`config.mk`:
```
export PLATFORM = sky130hd
export DESIGN_NAME = hbpwm_top
export DESIGN_NICKNAME = d
export VERILOG_FILES = /design/src/logic/hbpwm_pkg.sv /design/src/logic/hbpwm_top.sv
export SDC_FILE = /design/constraint.sdc
export NUM_CORES = 1
export LEC_CHECK = 0
export ABC_AREA = 1
export BUFFER_PORTS_ARGS = -buffer_cell sky130_fd_sc_hd__buf_2
export CAP_MARGIN = 15
export CELL_PAD_IN_SITES_DETAIL_PLACEMENT = 0
export CELL_PAD_IN_SITES_GLOBAL_PLACEMENT = 1
export CORE_MARGIN = 2
export CORE_UTILIZATION = 53
export DETAILED_ROUTE_END_ITERATION = 10
export PLACE_DENSITY = 0.93
export SKIP_LAST_GASP = 1
export SYNTH_ARGS = -nofsm -noshare
export SYNTH_HDL_FRONTEND = slang
export SYNTH_SLANG_ARGS = --single-unit
```
`constraint.sdc`:
```
create_clock -name clk -period 7.5 [get_ports clk]
set_input_delay 0 -clock clk [delete_from_list [all_inputs] [get_ports clk]]
set_output_delay 0 -clock clk [all_outputs]
set_load 0.1 [all_outputs]
```
`src/logic/hbpwm_pkg.sv`:
```
// hbpwm_pkg: constants and carrier types of the bridge pwm compare unit
// assumes a plain address/strobe register port, 32-bit byte addresses
`default_nettype none
package hbpwm_pkg;

    // ************************************************************
    // register offsets
    // ************************************************************
    localparam logic [31:0] OFS_CONTROL     = 32'hffff0f80;
    localparam logic [31:0] OFS_P0_RISE_A   = 32'hffff0f84;
    localparam logic [31:0] OFS_P0_FALL_A   = 32'hffff0f88;
    localparam logic [31:0] OFS_P0_FALL_B   = 32'hffff0f8c;
    localparam logic [31:0] OFS_P0_LENGTH   = 32'hffff0f90;
    localparam logic [31:0] OFS_P1_RISE_C   = 32'hffff0f94;
    localparam logic [31:0] OFS_P1_FALL_C   = 32'hffff0f98;
    localparam logic [31:0] OFS_P1_FALL_D   = 32'hffff0f9c;
    localparam logic [31:0] OFS_P1_LENGTH   = 32'hffff0fa0;
    localparam logic [31:0] OFS_P2_RISE_E   = 32'hffff0fa4;
    localparam logic [31:0] OFS_P2_FALL_E   = 32'hffff0fa8;
    localparam logic [31:0] OFS_P2_LENGTH   = 32'hffff0fb0;
    localparam logic [31:0] OFS_INT_CLEAR   = 32'hffff0fb8;
    localparam logic [31:0] OFS_STATUS      = 32'hffff0fbc;

    // ************************************************************
    // control field positions and reset values
    // ************************************************************
    localparam int BIT_GLOBAL_EN   = 0;
    localparam int BIT_BRIDGE_MODE = 1;
    localparam int BIT_DIR         = 2;
    localparam int BIT_LOAD        = 3;
    localparam int BIT_HS_FORCE    = 4;
    localparam int BIT_INVERT_ALL  = 5;
    localparam int BIT_PRESC_LO    = 6;
    localparam int BIT_BRIDGE_EN   = 9;
    localparam int BIT_TRIP_EN     = 10;
    localparam int BIT_INV_B       = 11;
    localparam int BIT_INV_D       = 12;
    localparam int BIT_SYNC_EN     = 14;
    localparam logic [15:0] CONTROL_RESET = 16'h0012;
    localparam logic [15:0] CONTROL_MASK  = 16'h5fff;
    localparam logic [15:0] COMPARE_RESET = 16'h0000;
    localparam logic [15:0] TIMER_ONE     = 16'h0001;
    localparam logic [7:0]  PRESC_RESET   = 8'h00;

    // ************************************************************
    // carrier types
    // ************************************************************
    typedef struct packed {
        logic [15:0] rise;
        logic [15:0] fall;
        logic [15:0] fall2;
        logic [15:0] length;
    } hbpwm_pair_s;

    typedef struct packed {
        logic a;
        logic b;
        logic c;
        logic d;
        logic e;
    } hbpwm_out_s;

endpackage

`default_nettype wire

```
`src/logic/hbpwm_top.sv`:
```
// hbpwm_top: three-pair pwm generator with bridge output steering
// assumes synchronous inputs, one 200 MHz clock, register port master
`timescale 1ns/100ps
`default_nettype none

module hbpwm_top
    import hbpwm_pkg::*;
#(
    parameter int TW = 16
) (
    // clock and reset
    input  wire logic         clk,
    input  wire logic         reset,
    // register port
    input  wire logic [31:0]  addr,
    input  wire logic [31:0]  wdata,
    input  wire logic         wr,
    input  wire logic         rd,
    output logic      [31:0]  rdata,
    // link pins
    input  wire logic         trip_n,
    input  wire logic         sync_n,
    output hbpwm_out_s        pwm_out,
    output logic              pin_pwm_select,
    output logic              pwm_irq
);

    // ************************************************************
    // registers
    // ************************************************************
    logic [15:0]    control;
    hbpwm_pair_s    shadow [3];
    hbpwm_pair_s    active [3];
    logic [TW-1:0]  timer [3];
    logic [7:0]     presc;
    logic           tick;
    logic           sync_q;
    logic           sync_fall;
    logic           trip_hit;
    logic           clr_hit;
    hbpwm_out_s     wave;
    hbpwm_out_s     next_out;
    logic [2:0]     wrap;

    function automatic logic hit(input logic [31:0] a, input logic [31:0] o);
        return a == o;
    endfunction

    assign trip_hit  = control[BIT_TRIP_EN] && !trip_n;
    assign clr_hit   = wr && hit(addr, OFS_INT_CLEAR);
    assign sync_fall = control[BIT_SYNC_EN] && sync_q && !sync_n;

    // ************************************************************
    // control register and trip
    // ************************************************************
    always_ff @(posedge clk) begin
        if (reset) begin
            control <= CONTROL_RESET;
        end else begin
            if (wr && hit(addr, OFS_CONTROL)) begin
                control <= wdata[15:0] & CONTROL_MASK;
            end
            if (trip_hit) begin
                control[BIT_GLOBAL_EN] <= 1'b0;
            end
        end
    end

    // trip set wins over a same-cycle clear
    always_ff @(posedge clk) begin
        if (reset) begin
            pwm_irq <= 1'b0;
        end else if (trip_hit) begin
            pwm_irq <= 1'b1;
        end else if (clr_hit) begin
            pwm_irq <= 1'b0;
        end
    end

    always_ff @(posedge clk) begin
        if (reset) begin
            pin_pwm_select <= 1'b0;
        end else begin
            pin_pwm_select <= 1'b1;
        end
    end

    // ************************************************************
    // compare register file
    // ************************************************************
    always_ff @(posedge clk) begin
        if (reset) begin
            for (int i = 0; i < 3; i++) begin
                shadow[i] <= '0;
            end
        end else if (wr) begin
            if (hit(addr, OFS_P0_RISE_A)) shadow[0].rise   <= wdata[15:0];
            if (hit(addr, OFS_P0_FALL_A)) shadow[0].fall   <= wdata[15:0];
            if (hit(addr, OFS_P0_FALL_B)) shadow[0].fall2  <= wdata[15:0];
            if (hit(addr, OFS_P0_LENGTH)) shadow[0].length <= wdata[15:0];
            if (hit(addr, OFS_P1_RISE_C)) shadow[1].rise   <= wdata[15:0];
            if (hit(addr, OFS_P1_FALL_C)) shadow[1].fall   <= wdata[15:0];
            if (hit(addr, OFS_P1_FALL_D)) shadow[1].fall2  <= wdata[15:0];
            if (hit(addr, OFS_P1_LENGTH)) shadow[1].length <= wdata[15:0];
            if (hit(addr, OFS_P2_RISE_E)) shadow[2].rise   <= wdata[15:0];
            if (hit(addr, OFS_P2_FALL_E)) shadow[2].fall   <= wdata[15:0];
            if (hit(addr, OFS_P2_LENGTH)) shadow[2].length <= wdata[15:0];
        end
    end

    // read data one cycle after the strobe, zero elsewhere
    always_ff @(posedge clk) begin
        if (reset) begin
            rdata <= '0;
        end else if (rd) begin
            rdata <= '0;
            if (hit(addr, OFS_CONTROL))   rdata[15:0] <= control;
            if (hit(addr, OFS_P0_RISE_A)) rdata[15:0] <= shadow[0].rise;
            if (hit(addr, OFS_P0_FALL_A)) rdata[15:0] <= shadow[0].fall;
            if (hit(addr, OFS_P0_FALL_B)) rdata[15:0] <= shadow[0].fall2;
            if (hit(addr, OFS_P0_LENGTH)) rdata[15:0] <= shadow[0].length;
            if (hit(addr, OFS_P1_RISE_C)) rdata[15:0] <= shadow[1].rise;
            if (hit(addr, OFS_P1_FALL_C)) rdata[15:0] <= shadow[1].fall;
            if (hit(addr, OFS_P1_FALL_D)) rdata[15:0] <= shadow[1].fall2;
            if (hit(addr, OFS_P1_LENGTH)) rdata[15:0] <= shadow[1].length;
            if (hit(addr, OFS_P2_RISE_E)) rdata[15:0] <= shadow[2].rise;
            if (hit(addr, OFS_P2_FALL_E)) rdata[15:0] <= shadow[2].fall;
            if (hit(addr, OFS_P2_LENGTH)) rdata[15:0] <= shadow[2].length;
            if (hit(addr, OFS_STATUS)) begin
                rdata[0] <= pwm_irq;
                rdata[5:1] <= pwm_out;
            end
        end else begin
            rdata <= '0;
        end
    end

    // ************************************************************
    // prescaler and sync
    // ************************************************************
    always_ff @(posedge clk) begin
        if (reset) begin
            presc  <= PRESC_RESET;
            sync_q <= 1'b1;
        end else begin
            sync_q <= sync_n;
            if (sync_fall) begin
                presc <= PRESC_RESET;
            end else begin
                presc <= presc + 8'h01;
            end
        end
    end

    // tick every 2^(code+1) clocks
    always_comb begin
        tick = (presc | ~((8'h02 << control[BIT_PRESC_LO +: 3]) - 8'h01))
               == 8'hff;
    end

    // ************************************************************
    // timers and compare load
    // ************************************************************
    always_ff @(posedge clk) begin
        if (reset) begin
            for (int i = 0; i < 3; i++) begin
                timer[i]  <= '0;
                active[i] <= '0;
            end
        end else begin
            for (int i = 0; i < 3; i++) begin
                if (sync_fall) begin
                    timer[i] <= '0;
                end else if (tick) begin
                    timer[i] <= wrap[i] ? '0 : timer[i] + 1'b1;
                    if (control[BIT_LOAD] && timer[i] == '0) begin
                        active[i] <= shadow[i];
                    end
                end
            end
        end
    end

    always_comb begin
        for (int i = 0; i < 3; i++) begin
            wrap[i] = timer[i] >= active[i].length[TW-1:0];
        end
    end

    // ************************************************************
    // compare waveforms
    // ************************************************************
    always_ff @(posedge clk) begin
        if (reset) begin
            wave <= '0;
        end else if (tick) begin
            if (timer[0] == active[0].rise)   wave.a <= 1'b1;
            if (timer[0] == active[0].fall)   wave.a <= 1'b0;
            if (timer[0] == active[0].fall2)  wave.b <= 1'b0;
            if (timer[0] == active[0].length) wave.b <= 1'b1;
            if (timer[1] == active[1].rise)   wave.c <= 1'b1;
            if (timer[1] == active[1].fall)   wave.c <= 1'b0;
            if (timer[1] == active[1].fall2)  wave.d <= 1'b0;
            if (timer[1] == active[1].length) wave.d <= 1'b1;
            if (timer[2] == active[2].rise)   wave.e <= 1'b1;
            if (timer[2] == active[2].fall)   wave.e <= 1'b0;
        end
    end

    // ************************************************************
    // output selection
    // ************************************************************
    always_comb begin
        logic hs;
        logic ls;
        hs = wave.a;
        ls = wave.b;
        next_out = wave;
        if (control[BIT_INV_B]) next_out.b = ~wave.b;
        if (control[BIT_INV_D]) next_out.d = ~wave.d;
        if (control[BIT_BRIDGE_MODE]) begin
            if (control[BIT_HS_FORCE]) begin
                next_out.a = 1'b1;
                next_out.b = 1'b0;
                next_out.c = 1'b1;
                next_out.d = 1'b0;
            end else if (!control[BIT_BRIDGE_EN]) begin
                next_out.a = 1'b1;
                next_out.b = 1'b1;
                next_out.c = 1'b1;
                next_out.d = 1'b1;
            end else if (control[BIT_DIR] ^ control[BIT_INVERT_ALL]) begin
                next_out.a = hs;
                next_out.b = ls;
                next_out.c = control[BIT_INVERT_ALL];
                next_out.d = control[BIT_INVERT_ALL];
            end else begin
                next_out.a = control[BIT_INVERT_ALL];
                next_out.b = control[BIT_INVERT_ALL];
                next_out.c = hs;
                next_out.d = ls;
            end
        end else begin
            if (control[BIT_INVERT_ALL]) next_out = ~next_out;
            if (!control[BIT_GLOBAL_EN]) next_out = '0;
        end
    end

    always_ff @(posedge clk) begin
        if (reset) begin
            pwm_out <= '0;
        end else begin
            pwm_out <= next_out;
        end
    end

    // ************************************************************
    // checks
    // ************************************************************
    property p_reset_ctrl;
        @(posedge clk) $fell(reset) |-> control == CONTROL_RESET;
    endproperty
    a_reset_ctrl: assert property (p_reset_ctrl) else $error("ctrl reset");

    property p_force;
        @(posedge clk) disable iff (reset)
        control[BIT_BRIDGE_MODE] && control[BIT_HS_FORCE]
            ##1 control[BIT_BRIDGE_MODE] && control[BIT_HS_FORCE]
            |=> pwm_out.a && !pwm_out.b && pwm_out.c && !pwm_out.d;
    endproperty
    a_force: assert property (p_force) else $error("force");

    property p_clear;
        @(posedge clk) disable iff (reset)
        clr_hit && !trip_hit |=> !pwm_irq;
    endproperty
    a_clear: assert property (p_clear) else $error("irq clear");

    property p_trip;
        @(posedge clk) disable iff (reset)
        trip_hit |=> pwm_irq && !control[BIT_GLOBAL_EN];
    endproperty
    a_trip: assert property (p_trip) else $error("trip");

    property p_sync;
        @(posedge clk) disable iff (reset)
        sync_fall |=> timer[0] == '0 && presc == PRESC_RESET;
    endproperty
    a_sync: assert property (p_sync) else $error("sync");

    property p_rise_a;
        @(posedge clk) disable iff (reset)
        tick && timer[0] == active[0].rise && timer[0] != active[0].fall
            |=> wave.a;
    endproperty
    a_rise_a: assert property (p_rise_a) else $error("rise a");

    property p_fall_a;
        @(posedge clk) disable iff (reset)
        tick && timer[0] == active[0].fall |=> !wave.a;
    endproperty
    a_fall_a: assert property (p_fall_a) else $error("fall a");

    property p_wrap;
        @(posedge clk) disable iff (reset)
        tick && !sync_fall && wrap[2] |=> timer[2] == '0;
    endproperty
    a_wrap: assert property (p_wrap) else $error("wrap");

    property p_count;
        @(posedge clk) disable iff (reset)
        tick && !sync_fall && !wrap[0] |=> timer[0] == $past(timer[0]) + 1'b1;
    endproperty
    a_count: assert property (p_count) else $error("count");

    property p_all_high;
        @(posedge clk) disable iff (reset)
        control[BIT_BRIDGE_MODE] && !control[BIT_HS_FORCE]
            && !control[BIT_BRIDGE_EN]
            |=> pwm_out.a && pwm_out.b && pwm_out.c && pwm_out.d;
    endproperty
    a_all_high: assert property (p_all_high) else $error("all high");

    property p_pin_sel;
        @(posedge clk) !reset |=> pin_pwm_select;
    endproperty
    a_pin_sel: assert property (p_pin_sel) else $error("pin select");

    property p_rise_e;
        @(posedge clk) disable iff (reset)
        tick && timer[2] == active[2].rise && timer[2] != active[2].fall
            |=> wave.e;
    endproperty
    a_rise_e: assert property (p_rise_e) else $error("rise e");

endmodule

`default_nettype wire

```
==> results.json, run 1 <==
{
  "clk_path_buf_depth": 3,
  "avgSynthCellArea_um2": 10.21,
  "max_slew_margin": 0.1884,
  "die_x_um": 211.8,
  "clk_pin_slew_ns": 0.06,
  "cp-start-kind": "flop",
  "total_power_mw": 5.578,
  "fin_setup_tns_ns": 0,
  "yosys_most_used_dff": "edfxtp_1",
  "cts_resized": 0,
  "cts_setup_buffers": 0,
  "grt_overflow_total": 0,
  "worst_hold_path.endpoint": "rdata[5]$_SDFF_PP0_",
  "cts_max_level": 2,
  "first_pass_iters": 5,
  "numCtsBuffers": 45,
  "postSynthCellCount": 2241,
  "placement.setup.worst_slack_ns": 3.458,
  "drc_errors": 0,
  "cts_root_buffer": "clkbuf_16",
  "powerDensity_mw_per_mm2": 220.2,
  "drt-total-wl_um": 57610,
  "coreArea_mm2": 0.04289,
  "antenna_found_initial": 0,
  "synth_top_area_frac": 0.5250,
  "nets": 2455,
  "syn_area_mm2": 0.02288,
  "finalCritPeriodShare": 0.5624,
  "finalCriticalPeriod_ns": 4.218,
  "fp.dieH_um": 211.8,
  "area_delta_synth_final_pct": 10.71,
  "dieArea_mm2": 0.04485,
  "fin_skew_ns": 0.01555,
  "synthArstFlopShare": 0,
  "track_usage": 0.2587,
  "slew_viol_final": 0,
  "crit_fanout": 128,
  "whs_ns": 0.1594,
  "ys_types": 58,
  "final_area_mm2": 0.02533,
  "synth.largest_area_cell": "edfxtp_1",
  "cts_hold_buf": 22,
  "cts_sinks": 451,
  "avgRoutedWirePerCell_um": 19.52,
  "dp_hpwl_um": 40450,
  "nFillCells": 3438,
  "cts_tree": "done",
  "post_dp_cell_area_mm2": 0.02360,
  "worstHoldPathCells": 5,
  "synth.most_common_cell": "edfxtp_1",
  "max_cap_violations": 0,
  "rr_endpoint": "active[0][37]$_SDFFCE_PN0P_",
  "synth_common_cells": "edfxtp_1, inv_1, nand2_1, nor2_1, a21oi_1",
  "hold_violations": 0,
  "grt_pass1_wl_um": 87530,
  "min_from": "addr[4]",
  "num_rows": 76,
  "rsz0062_at_grt": "false",
  "worstPathRequired_ns": 7.77,
  "crit_type": "reg2reg",
  "rrSetupSlack_ns": 3.28,
  "reg2reg_depth": 16,
  "regToRegStartpoint": "control[8]$_SDFFE_PP0P_",
  "crit_path_start": "control[8]$_SDFFE_PP0P_",
  "clkLatencyLatePin_ns": 0.56,
  "synth_warnings": 0,
  "grt_max_degree": 129,
  "setup_viol": 0,
  "first_iter_violations": 1742,
  "drive_gt1_frac": 0.1375,
  "leakagePower_nw": 10.24,
  "viasPerCell": 5.488,
  "grt_pass1_vias": 15746,
  "gp_congestion": 0.8739,
  "ioPinCount": 109,
  "io_buffers": 76,
  "cp.arrival_ns": 4.48,
  "fmax_mhz": 237.1,
  "setup_slack_ns": 3.282,
  "end_kind": "flop",
  "max_slew.worst_pin.slew_ns": 1.213,
  "start_util": 0.5335,
  "vias": 16194,
  "peakVddDrop_mv": 0.1898,
  "synth-edff-count": 400,
  "ys_ff_latch": 451,
  "synth-seq-area-share": 0.5696,
  "synth_area_leaders": "edfxtp_1, inv_1, nand2_1",
  "antenna_left": 0,
  "status": "finished clean",
  "min_path_type": "in2reg"
}
-- cell type report --
cell class | count | area [um^2] | share of cell area
sequential | 451 | 13030 | 0.5145
tap | 585 | 732.0 | 0.02890
clock buffer | 53 | 1199 | 0.04732
multi-input combinational | 1336 | 7853 | 0.3100
inverter | 365 | 1370 | 0.05409
clock inverter | 29 | 270.3 | 0.01067
antenna | 2 | 5.005 | 0.0001976
timing repair buffer | 130 | 869.6 | 0.03433
-- worst max path at each step --
stage | cells after the start | endpoint | slack, ns
floorplan | 9 | active[0][100]$_SDFFCE_PN0P_ | 3.95
global placement | 16 | active[0][53]$_SDFFCE_PN0P_ | 3.68
detailed placement | 16 | active[0][16]$_SDFFCE_PN0P_ | 3.46
CTS | 16 | active[0][37]$_SDFFCE_PN0P_ | 3.42
global route | 16 | active[0][16]$_SDFFCE_PN0P_ | 3.20
finish | 16 | active[0][37]$_SDFFCE_PN0P_ | 3.28
-- worst max-delay path, cell delays in order, from the launching register on --
cell,delay (ns)
dfxtp_1,0.43
inv_1,0.14
nand2_1,0.16
ha_1,0.22
inv_1,0.08
nor2_1,0.12
inv_1,0.08
o32ai_1,0.15
a32o_1,0.17
inv_1,0.05
nand2_2,0.25
nor2_2,0.05
buf_4,0.21
nand4_1,0.23
o211a_4,0.52
buf_12,0.67
nor2_1,0.14
-- flip-flops by register name (all words and copies together), names as in the netlist --
signal and flops:
wave 5, pwm_irq 1, sync_q 1, control 14, timer 48, pin_pwm_select 1
shadow 176, presc 8, pwm_out 5, active 176, rdata 16
-- layout by cell type (no fill, tap or decap), drive strengths merged, types with 2 or more instances in the layout --
cell | Yosys | routed
nand3 | 53 | 53
a211o | 2 | 2
nor4 | 18 | 18
clkbuf | 56 | 53
a211oi | 4 | 4
inv | 364 | 365
o22ai | 4 | 4
conb | 1 | 16
xnor2 | 85 | 85
diode | 0 | 2
clkinv | 1 | 20
nand3b | 2 | 2
xor2 | 31 | 31
o21ai | 88 | 88
nand4 | 43 | 43
a2111oi | 4 | 4
o221a | 2 | 2
o211ai | 12 | 12
bufinv | 0 | 5
nand2 | 342 | 342
o211a | 2 | 2
ha | 56 | 56
dfxtp | 51 | 51
buf | 48 | 108
or2 | 22 | 22
clkinvlp | 0 | 4
a31oi | 3 | 3
dlygate4sd3 | 0 | 22
o21a | 3 | 3
nor2 | 322 | 322
nor3 | 32 | 32
o221ai | 5 | 5
nor3b | 12 | 12
a21oi | 153 | 153
edfxtp | 400 | 400
a41oi | 3 | 3
o41ai | 2 | 2
o31ai | 4 | 4
-- metrics by stage --
step | std cells | util
after floorplan | 2256 | -
after global placement | 2842 | 0.5502
after detailed placement | 2842 | 0.5502
after CTS | 2946 | 0.5896
after global routing | 2949 | 0.5905
final | 2951 | 0.5906
-- kinds of logic (layout without fill, tap and decap cells) --
logic type | after synthesis | after routing | share of synthesized area
flip-flops | 451 | 451 | 0.5696
XOR/XNOR | 116 | 116 | 0.04441
buffers and inverters | 469 | 577 | 0.09073
AO/OA/AOI/OAI | 299 | 299 | 0.07405
other | 1 | 18 | 0.0001639
AND/OR/NAND/NOR | 849 | 849 | 0.1904
adder cells (fa/ha/maj) | 56 | 56 | 0.03062
-- where the power goes --
part	total (mW)	switching, mW	internal [mW]
Clock	2.27	0.960	1.31
Combinational	0.385	0.261	0.124
Sequential	2.92	0.0873	2.83
-- layer usage --
layer	up-vias	GRT usage	share of wire
met5	-	0	0
met4	0	0.1340	0.054
met3	156	0.04005	0.088
met2	842	0.4251	0.47
met1	7639	0.3332	0.39
li1	7557	-	-
(Power assumes the default switching activity.)
==> run 2, diff against run 1 <==
--- a/config.mk
+++ b/config.mk
@@ -5,15 +5,15 @@
 export SDC_FILE = /design/constraint.sdc
 export NUM_CORES = 1
 export LEC_CHECK = 0
-export ABC_AREA = 1
+export ABC_AREA = 0
 export BUFFER_PORTS_ARGS = -buffer_cell sky130_fd_sc_hd__buf_2
 export CAP_MARGIN = 15
 export CELL_PAD_IN_SITES_DETAIL_PLACEMENT = 0
 export CELL_PAD_IN_SITES_GLOBAL_PLACEMENT = 1
 export CORE_MARGIN = 2
-export CORE_UTILIZATION = 53
+export CORE_UTILIZATION = 46
 export DETAILED_ROUTE_END_ITERATION = 10
-export PLACE_DENSITY = 0.93
+export PLACE_DENSITY = 0.85
 export SKIP_LAST_GASP = 1
 export SYNTH_ARGS = -nofsm -noshare
 export SYNTH_HDL_FRONTEND = slang
==> constraint.sdc (replaced) <==
create_clock -name clk -period 3.85 [get_ports clk]
set_input_delay 0 -clock clk [delete_from_list [all_inputs] [get_ports clk]]
set_output_delay 0 -clock clk [all_outputs]
set_load 0.1 [all_outputs]
==> run 2 against run 1 <==
Clock power up 120%. Via count shrank 11%. First-iteration DRC count fell by 4.2%. Synthesized cell count shrank 22%. Count of clock-buffer cells in the layout increased by 17. Final cell count down 16%. Power is 100% higher. Die area is 7.5% higher. Register-to-register slack worse by 3.0 ns. Routed wire length up 0.65%. Sequential power up 97%. Largest cell class unchanged.
==> results.json, run 2 <==
{
  "synth_area_leaders": "edfxtp_1, xor2_1, nor2b_1",
  "num_rows": 78,
  "setup_viol": 0,
  "io_buffers": 76,
  "coreArea_mm2": 0.04558,
  "placed_cells": 2355,
  "avgRoutedWirePerCell_um": 23.39,
  "nets": 1965,
  "yosys_most_used_dff": "edfxtp_1",
  "path_delay_family": "simple AND/OR/NAND/NOR gates",
  "cts_sinks": 451,
  "ioPinCount": 109,
  "synthAdderAreaFrac": 0.03325,
  "dp_hpwl_um": 41120,
  "synth_warnings": 0,
  "track_usage": 0.2437,
  "synthMuxAreaShare": 0.01452,
  "antenna_left": 0,
  "ys_ff_latch": 451,
  "switching_share": 0.2272,
  "regToRegStartpoint": "control[6]$_SDFFE_PP0P_",
  "min_from": "rd",
  "leakagePower_nw": 9.165,
  "power_frac_clock": 0.432,
  "peakVddDrop_mv": 0.3945,
  "worst_path_largest_cell_delay_ns": 0.93,
  "path_buf_inv": 0,
  "synth.largest_area_cell": "edfxtp_1",
  "area_delta_synth_final_pct": 15.02,
  "regArea_mm2": 0.01303,
  "setup_slack_ns": 0.2472,
  "synth_xor_xnor_area_share": 0.07458,
  "fin_skew_ns": 0.01201,
  "cts_max_level": 2,
  "cp_slowest_cell": "or4b_2",
  "crit_path_start": "control[6]$_SDFFE_PP0P_",
  "cts_root_buffer": "clkbuf_16",
  "synth_compound_area_frac": 0.06598,
  "numCtsBuffers": 47,
  "dieArea_mm2": 0.04820,
  "instances_no_fill": 2479,
  "rsz0062_at_grt": "false",
  "postSynthCellCount": 1741,
  "synth_top_family_by_area": "simple AND/OR/NAND/NOR gates",
  "whs_ns": 0.07840,
  "drc_errors": 0,
  "cts_resized": 0,
  "gp_congestion": 0.9188,
  "crit_type": "reg2reg",
  "start_util": 0.4690,
  "powerDensity_mw_per_mm2": 462.3,
  "drive_gt1_frac": 0.1283,
  "multi_input_area_mm2": 0.007629,
  "synth-edff-count": 400,
  "fp.dieH_um": 219.6,
  "nFillCells": 3717,
  "cp-start-kind": "flop",
  "p_int_mw": 8.784,
  "grt_overflow_total": 0,
  "syn_area_mm2": 0.02137,
  "pwr-share-seq": 0.505,
  "synth.most_common_cell": "edfxtp_1",
  "finalCritPeriodShare": 0.9358,
  "slew_viol_final": 0,
  "fin_util": 0.5394,
  "max_cap_violations": 0,
  "final_area_mm2": 0.02458,
  "first_iter_violations": 1669,
  "cp_cell_sequence": "or3_1 > ha_1 > and2_0 > o21ai_0 > a21o_1 > o2111ai_2 > or2_2 > or4b_2 > nor3_1",
  "p_switching_mw": 2.582,
  "finalCriticalPeriod_ns": 3.603,
  "status": "finished clean",
  "synthSimpleGateAreaFrac": 0.1630,
  "placement.setup.worst_slack_ns": 0.2562,
  "die_x_um": 219.6,
  "fin_setup_tns_ns": 0,
  "end_kind": "flop",
  "cts_tree": "done",
  "synth_top_area_frac": 0.5620,
  "total_power_mw": 11.37,
  "clk_path_buf_depth": 3,
  "ys_types": 69,
  "grt_max_degree": 65,
  "post_dp_cell_area_mm2": 0.02252,
  "antenna_found_initial": 1,
  "worstPathRequired_ns": 4.26,
  "synthArstFlopShare": 0,
  "grt_pass1_wl_um": 86290,
  "reg.largest.list": "active x176, shadow x176, timer x48",
  "avgSynthCellArea_um2": 12.28,
  "grt_pass1_vias": 13989,
  "cts_setup_buffers": 0,
  "vias": 14337,
  "min_path_type": "in2reg",
  "clkLatencyLatePin_ns": 0.58,
  "layout_commonest_cell": "edfxtp_1",
  "hold_violations": 0,
  "crit_fanout": 16,
  "cp.arrival_ns": 4.01,
  "viasPerCell": 5.783,
  "combinationalPowerShare": 0.063,
  "max_slew.worst_pin.slew_ns": 0.9770,
  "first_pass_iters": 6,
  "synth-seq-area-share": 0.6098,
  "layout_common_cells": "edfxtp_1, nor2b_1, xor2_1",
  "clk_pin_slew_ns": 0.06,
  "max_slew_margin": 0.3487,
  "synth_common_cells": "edfxtp_1, nor2b_1, xor2_1, clkbuf_1, nor2_1",
  "fmax_mhz": 277.6,
  "drt-total-wl_um": 57980
}
==> run 2: cell count changes after synthesis, moves of 101 or more <==
cell / delta
a21oi_1: -101
nor2_4: -101
nor2_1: -125
xor2_1: +125
nand2_1: -253
inv_1: -290
nor2b_1: +183
==> run 2: repair_timing <==
action / CTS / global route
endpoints found under the hold margin: 57 / 0
endpoints found under the setup margin: 0 / 0
hold buffers: 35 / 0
==> run 2: path summary, 6_finish.rpt <==
kind                            slack (ns)  cells after the start                         end
worst min-delay path                  0.08                      3         rdata[9]$_SDFF_PP0_
worst max register to register        0.25                      9  timer[0][14]$_SDFFCE_PP0P_
worst min register to register        0.48                      1         presc[0]$_SDFF_PP0_
worst max-delay path                  0.25                      9  timer[0][14]$_SDFFCE_PP0P_
==> run 2: cell families after synthesis <==
group,count (synthesis)
compound gates,206
xor+xnor,182
fa+ha+maj,57
buf+inv,199
flops,451
mux,22
other cells,1
simple gates,623
==> run 2: worst min-delay path, delay by kind of cell <==
family                 cells  cell delay [ns]
AND/OR/NAND/NOR            2             0.48
buffers and inverters      1             0.11
==> run 2: cell type report <==
class | instances | share of cell area
diodes | 1 | 0.0001018
repair buffers | 163 | 0.04866
clock buffers | 70 | 0.05981
well taps | 600 | 0.03054
clock inverters | 18 | 0.009722
flip-flops and latches | 451 | 0.5302
inverters | 70 | 0.01069
multi-input cells | 1106 | 0.3103
==> run 2: power by group through the flow <==
stage / Combinational, mW / Sequential (mW) / Clock, mW
final: 0.717 / 5.74 / 4.91
after detailed placement: 0.693 / 5.83 / 0
after global routing: 0.778 / 5.75 / 5.16
after floorplan: 0.551 / 5.70 / 0
after CTS: 0.713 / 5.73 / 4.96
after global placement: 0.672 / 5.83 / 0
==> run 2: metal layers <==
layer | up-vias | routed length, um | GRT usage
li1 | 6412 | - | -
met5 | - | 0 | 0
met2 | 732 | 27130 | 0.3884
met4 | 0 | 2443 | 0.09842
met1 | 7061 | 23120 | 0.3285
met3 | 132 | 5290 | 0.04720
==> run 3, diff against run 2 <==
--- a/config.mk
+++ b/config.mk
@@ -10,7 +10,7 @@
 export CAP_MARGIN = 15
 export CELL_PAD_IN_SITES_DETAIL_PLACEMENT = 0
 export CELL_PAD_IN_SITES_GLOBAL_PLACEMENT = 1
-export CORE_MARGIN = 2
+export CORE_MARGIN = 3
 export CORE_UTILIZATION = 46
 export DETAILED_ROUTE_END_ITERATION = 10
 export PLACE_DENSITY = 0.85
==> run 3 against run 2 <==
Flip-flop and latch count unchanged. Sequential power about the same. Highest routed layer unchanged. Core utilization decreased by 0.62 points. Combinational power decreased by 2%. Via count decreased by 0.97%. Critical endpoint is now timer[0][11]$_SDFFCE_PP0P_. Register-to-register slack improved by 0.16 ns. Critical path type unchanged.
==> results.json, run 3 (synthesized netlist as in run 2, its figures left out) <==
{
  "min_from": "rd",
  "dp_hpwl_um": 40760,
  "clk_path_buf_depth": 3,
  "fin_setup_tns_ns": 0,
  "ioPinCount": 109,
  "regToRegStartpoint": "control[6]$_SDFFE_PP0P_",
  "clkLatencyLatePin_ns": 0.61,
  "end_kind": "flop",
  "cp.arrival_ns": 3.87,
  "grt_max_degree": 65,
  "cts_sinks": 451,
  "coreArea_mm2": 0.04567,
  "nets": 1960,
  "drt-total-wl_um": 57400,
  "grt_pass1_wl_um": 84880,
  "fp.dieH_um": 221.6,
  "crit_type": "reg2reg",
  "reg.largest.list": "active x176, shadow x176, timer x48",
  "clk_pin_slew_ns": 0.06,
  "antenna_found_initial": 0,
  "worstPathRequired_ns": 4.27,
  "avgRoutedWirePerCell_um": 23.21,
  "min_path_type": "in2reg",
  "layout_commonest_cell": "edfxtp_1",
  "setup_viol": 0,
  "fmax_mhz": 290.2,
  "placement.setup.worst_slack_ns": 0.4285,
  "num_rows": 78,
  "max_slew.worst_pin.slew_ns": 0.8875,
  "post_dp_cell_area_mm2": 0.02249,
  "grt_overflow_total": 0,
  "finalCriticalPeriod_ns": 3.446,
  "crit_path_start": "control[6]$_SDFFE_PP0P_",
  "first_iter_violations": 1799,
  "vias": 14198,
  "gp_congestion": 0.9222,
  "numCtsBuffers": 47,
  "crit_fanout": 16,
  "hold_violations": 0,
  "track_usage": 0.2285,
  "dieArea_mm2": 0.04908,
  "layout_common_cells": "edfxtp_1, nor2b_1, xor2_1",
  "cts_tree": "done",
  "cts_max_level": 2,
  "first_pass_iters": 6,
  "viasPerCell": 5.741,
  "leakagePower_nw": 9.052,
  "start_util": 0.4679,
  "max_cap_violations": 0,
  "total_power_mw": 11.06,
  "status": "finished clean",
  "drc_errors": 0,
  "max_slew_margin": 0.4067,
  "fin_skew_ns": 0.02495,
  "die_x_um": 221.6,
  "setup_slack_ns": 0.4045,
  "final_area_mm2": 0.02435,
  "slew_viol_final": 0,
  "grt_pass1_vias": 13651,
  "rsz0062_at_grt": "false",
  "n_antenna_cell": 0,
  "peakVddDrop_mv": 0.3324,
  "cts_root_buffer": "clkbuf_16",
  "drive_gt1_frac": 0.1271,
  "antenna_left": 0,
  "io_buffers": 76,
  "cp-start-kind": "flop",
  "powerDensity_mw_per_mm2": 454.1,
  "finalCritPeriodShare": 0.8949,
  "area_delta_synth_final_pct": 13.93
}
## run 3: changes by cell type in the layout (fill, tap and decap cells not counted), moves of 2 or more
cell           change
buf_12             -2
clkbuf_1           -3
clkbuf_16          -6
clkbuf_8           -4
clkinv_1           +5
clkinv_2           +6
dlygate4sd3_1      -4
inv_16             +2
## run 3: area by class of cell
class | instances | area (um^2)
Tap cell | 600 | 750.7
Fill cell | 3821 | 21320
Clock inverter | 31 | 297.8
Sequential cell | 451 | 13030
Inverter | 70 | 262.8
Clock buffer | 57 | 1254
Timing Repair Buffer | 158 | 1124
Multi-Input combinational cell | 1106 | 7629
## run 3: critical path: stages (launching register included)
cell and delay, ns:
dfxtp_1 0.39, or3_1 0.40, ha_1 0.25, and2_0 0.16
o21ai_0 0.15, a21o_1 0.14, o2111ai_2 0.14, or2_2 0.46
or4b_2 0.91, nor3_1 0.24
## run 3: power breakdown
group	switching [mW]	total [mW]	internal [mW]
sequential	0.224	5.74	5.52
clock	1.99	4.61	2.62
combinational	0.437	0.700	0.263
## run 3: final timing paths
path	end	slack [ns]	cells after the start
setup reg to reg	timer[0][11]$_SDFFCE_PP0P_	0.40	9
hold reg to reg	control[8]$_SDFFE_PP0P_	0.48	2
setup / recovery	timer[0][11]$_SDFFCE_PP0P_	0.40	9
hold / removal	rdata[6]$_SDFF_PP0_	0.05	5
## run 3: repair_timing
item	4_1_cts	5_1_grt
endpoints found under the hold margin	74	0
hold buffers	31	0
gates resized for setup	0	0
buffers inserted	0	0
## run 3: routing by layer
layer,vias to the layer above,track usage,share of wire
met4,0,0.09082,0.042
met2,707,0.3604,0.46
li1,6412,-,-
met3,139,0.03628,0.090
met5,-,0,0
met1,6940,0.3197,0.41
## run 3: metrics by stage
stage            util  cells  hold slack, ns
2_1_floorplan       -   1756          0.1038
3_3_place_gp   0.4924   2354          0.1989
3_5_place_dp   0.4924   2354          0.2164
4_1_cts        0.5331   2473         0.02623
5_1_grt        0.5331   2473         0.05753
6_report       0.5331   2473         0.04931
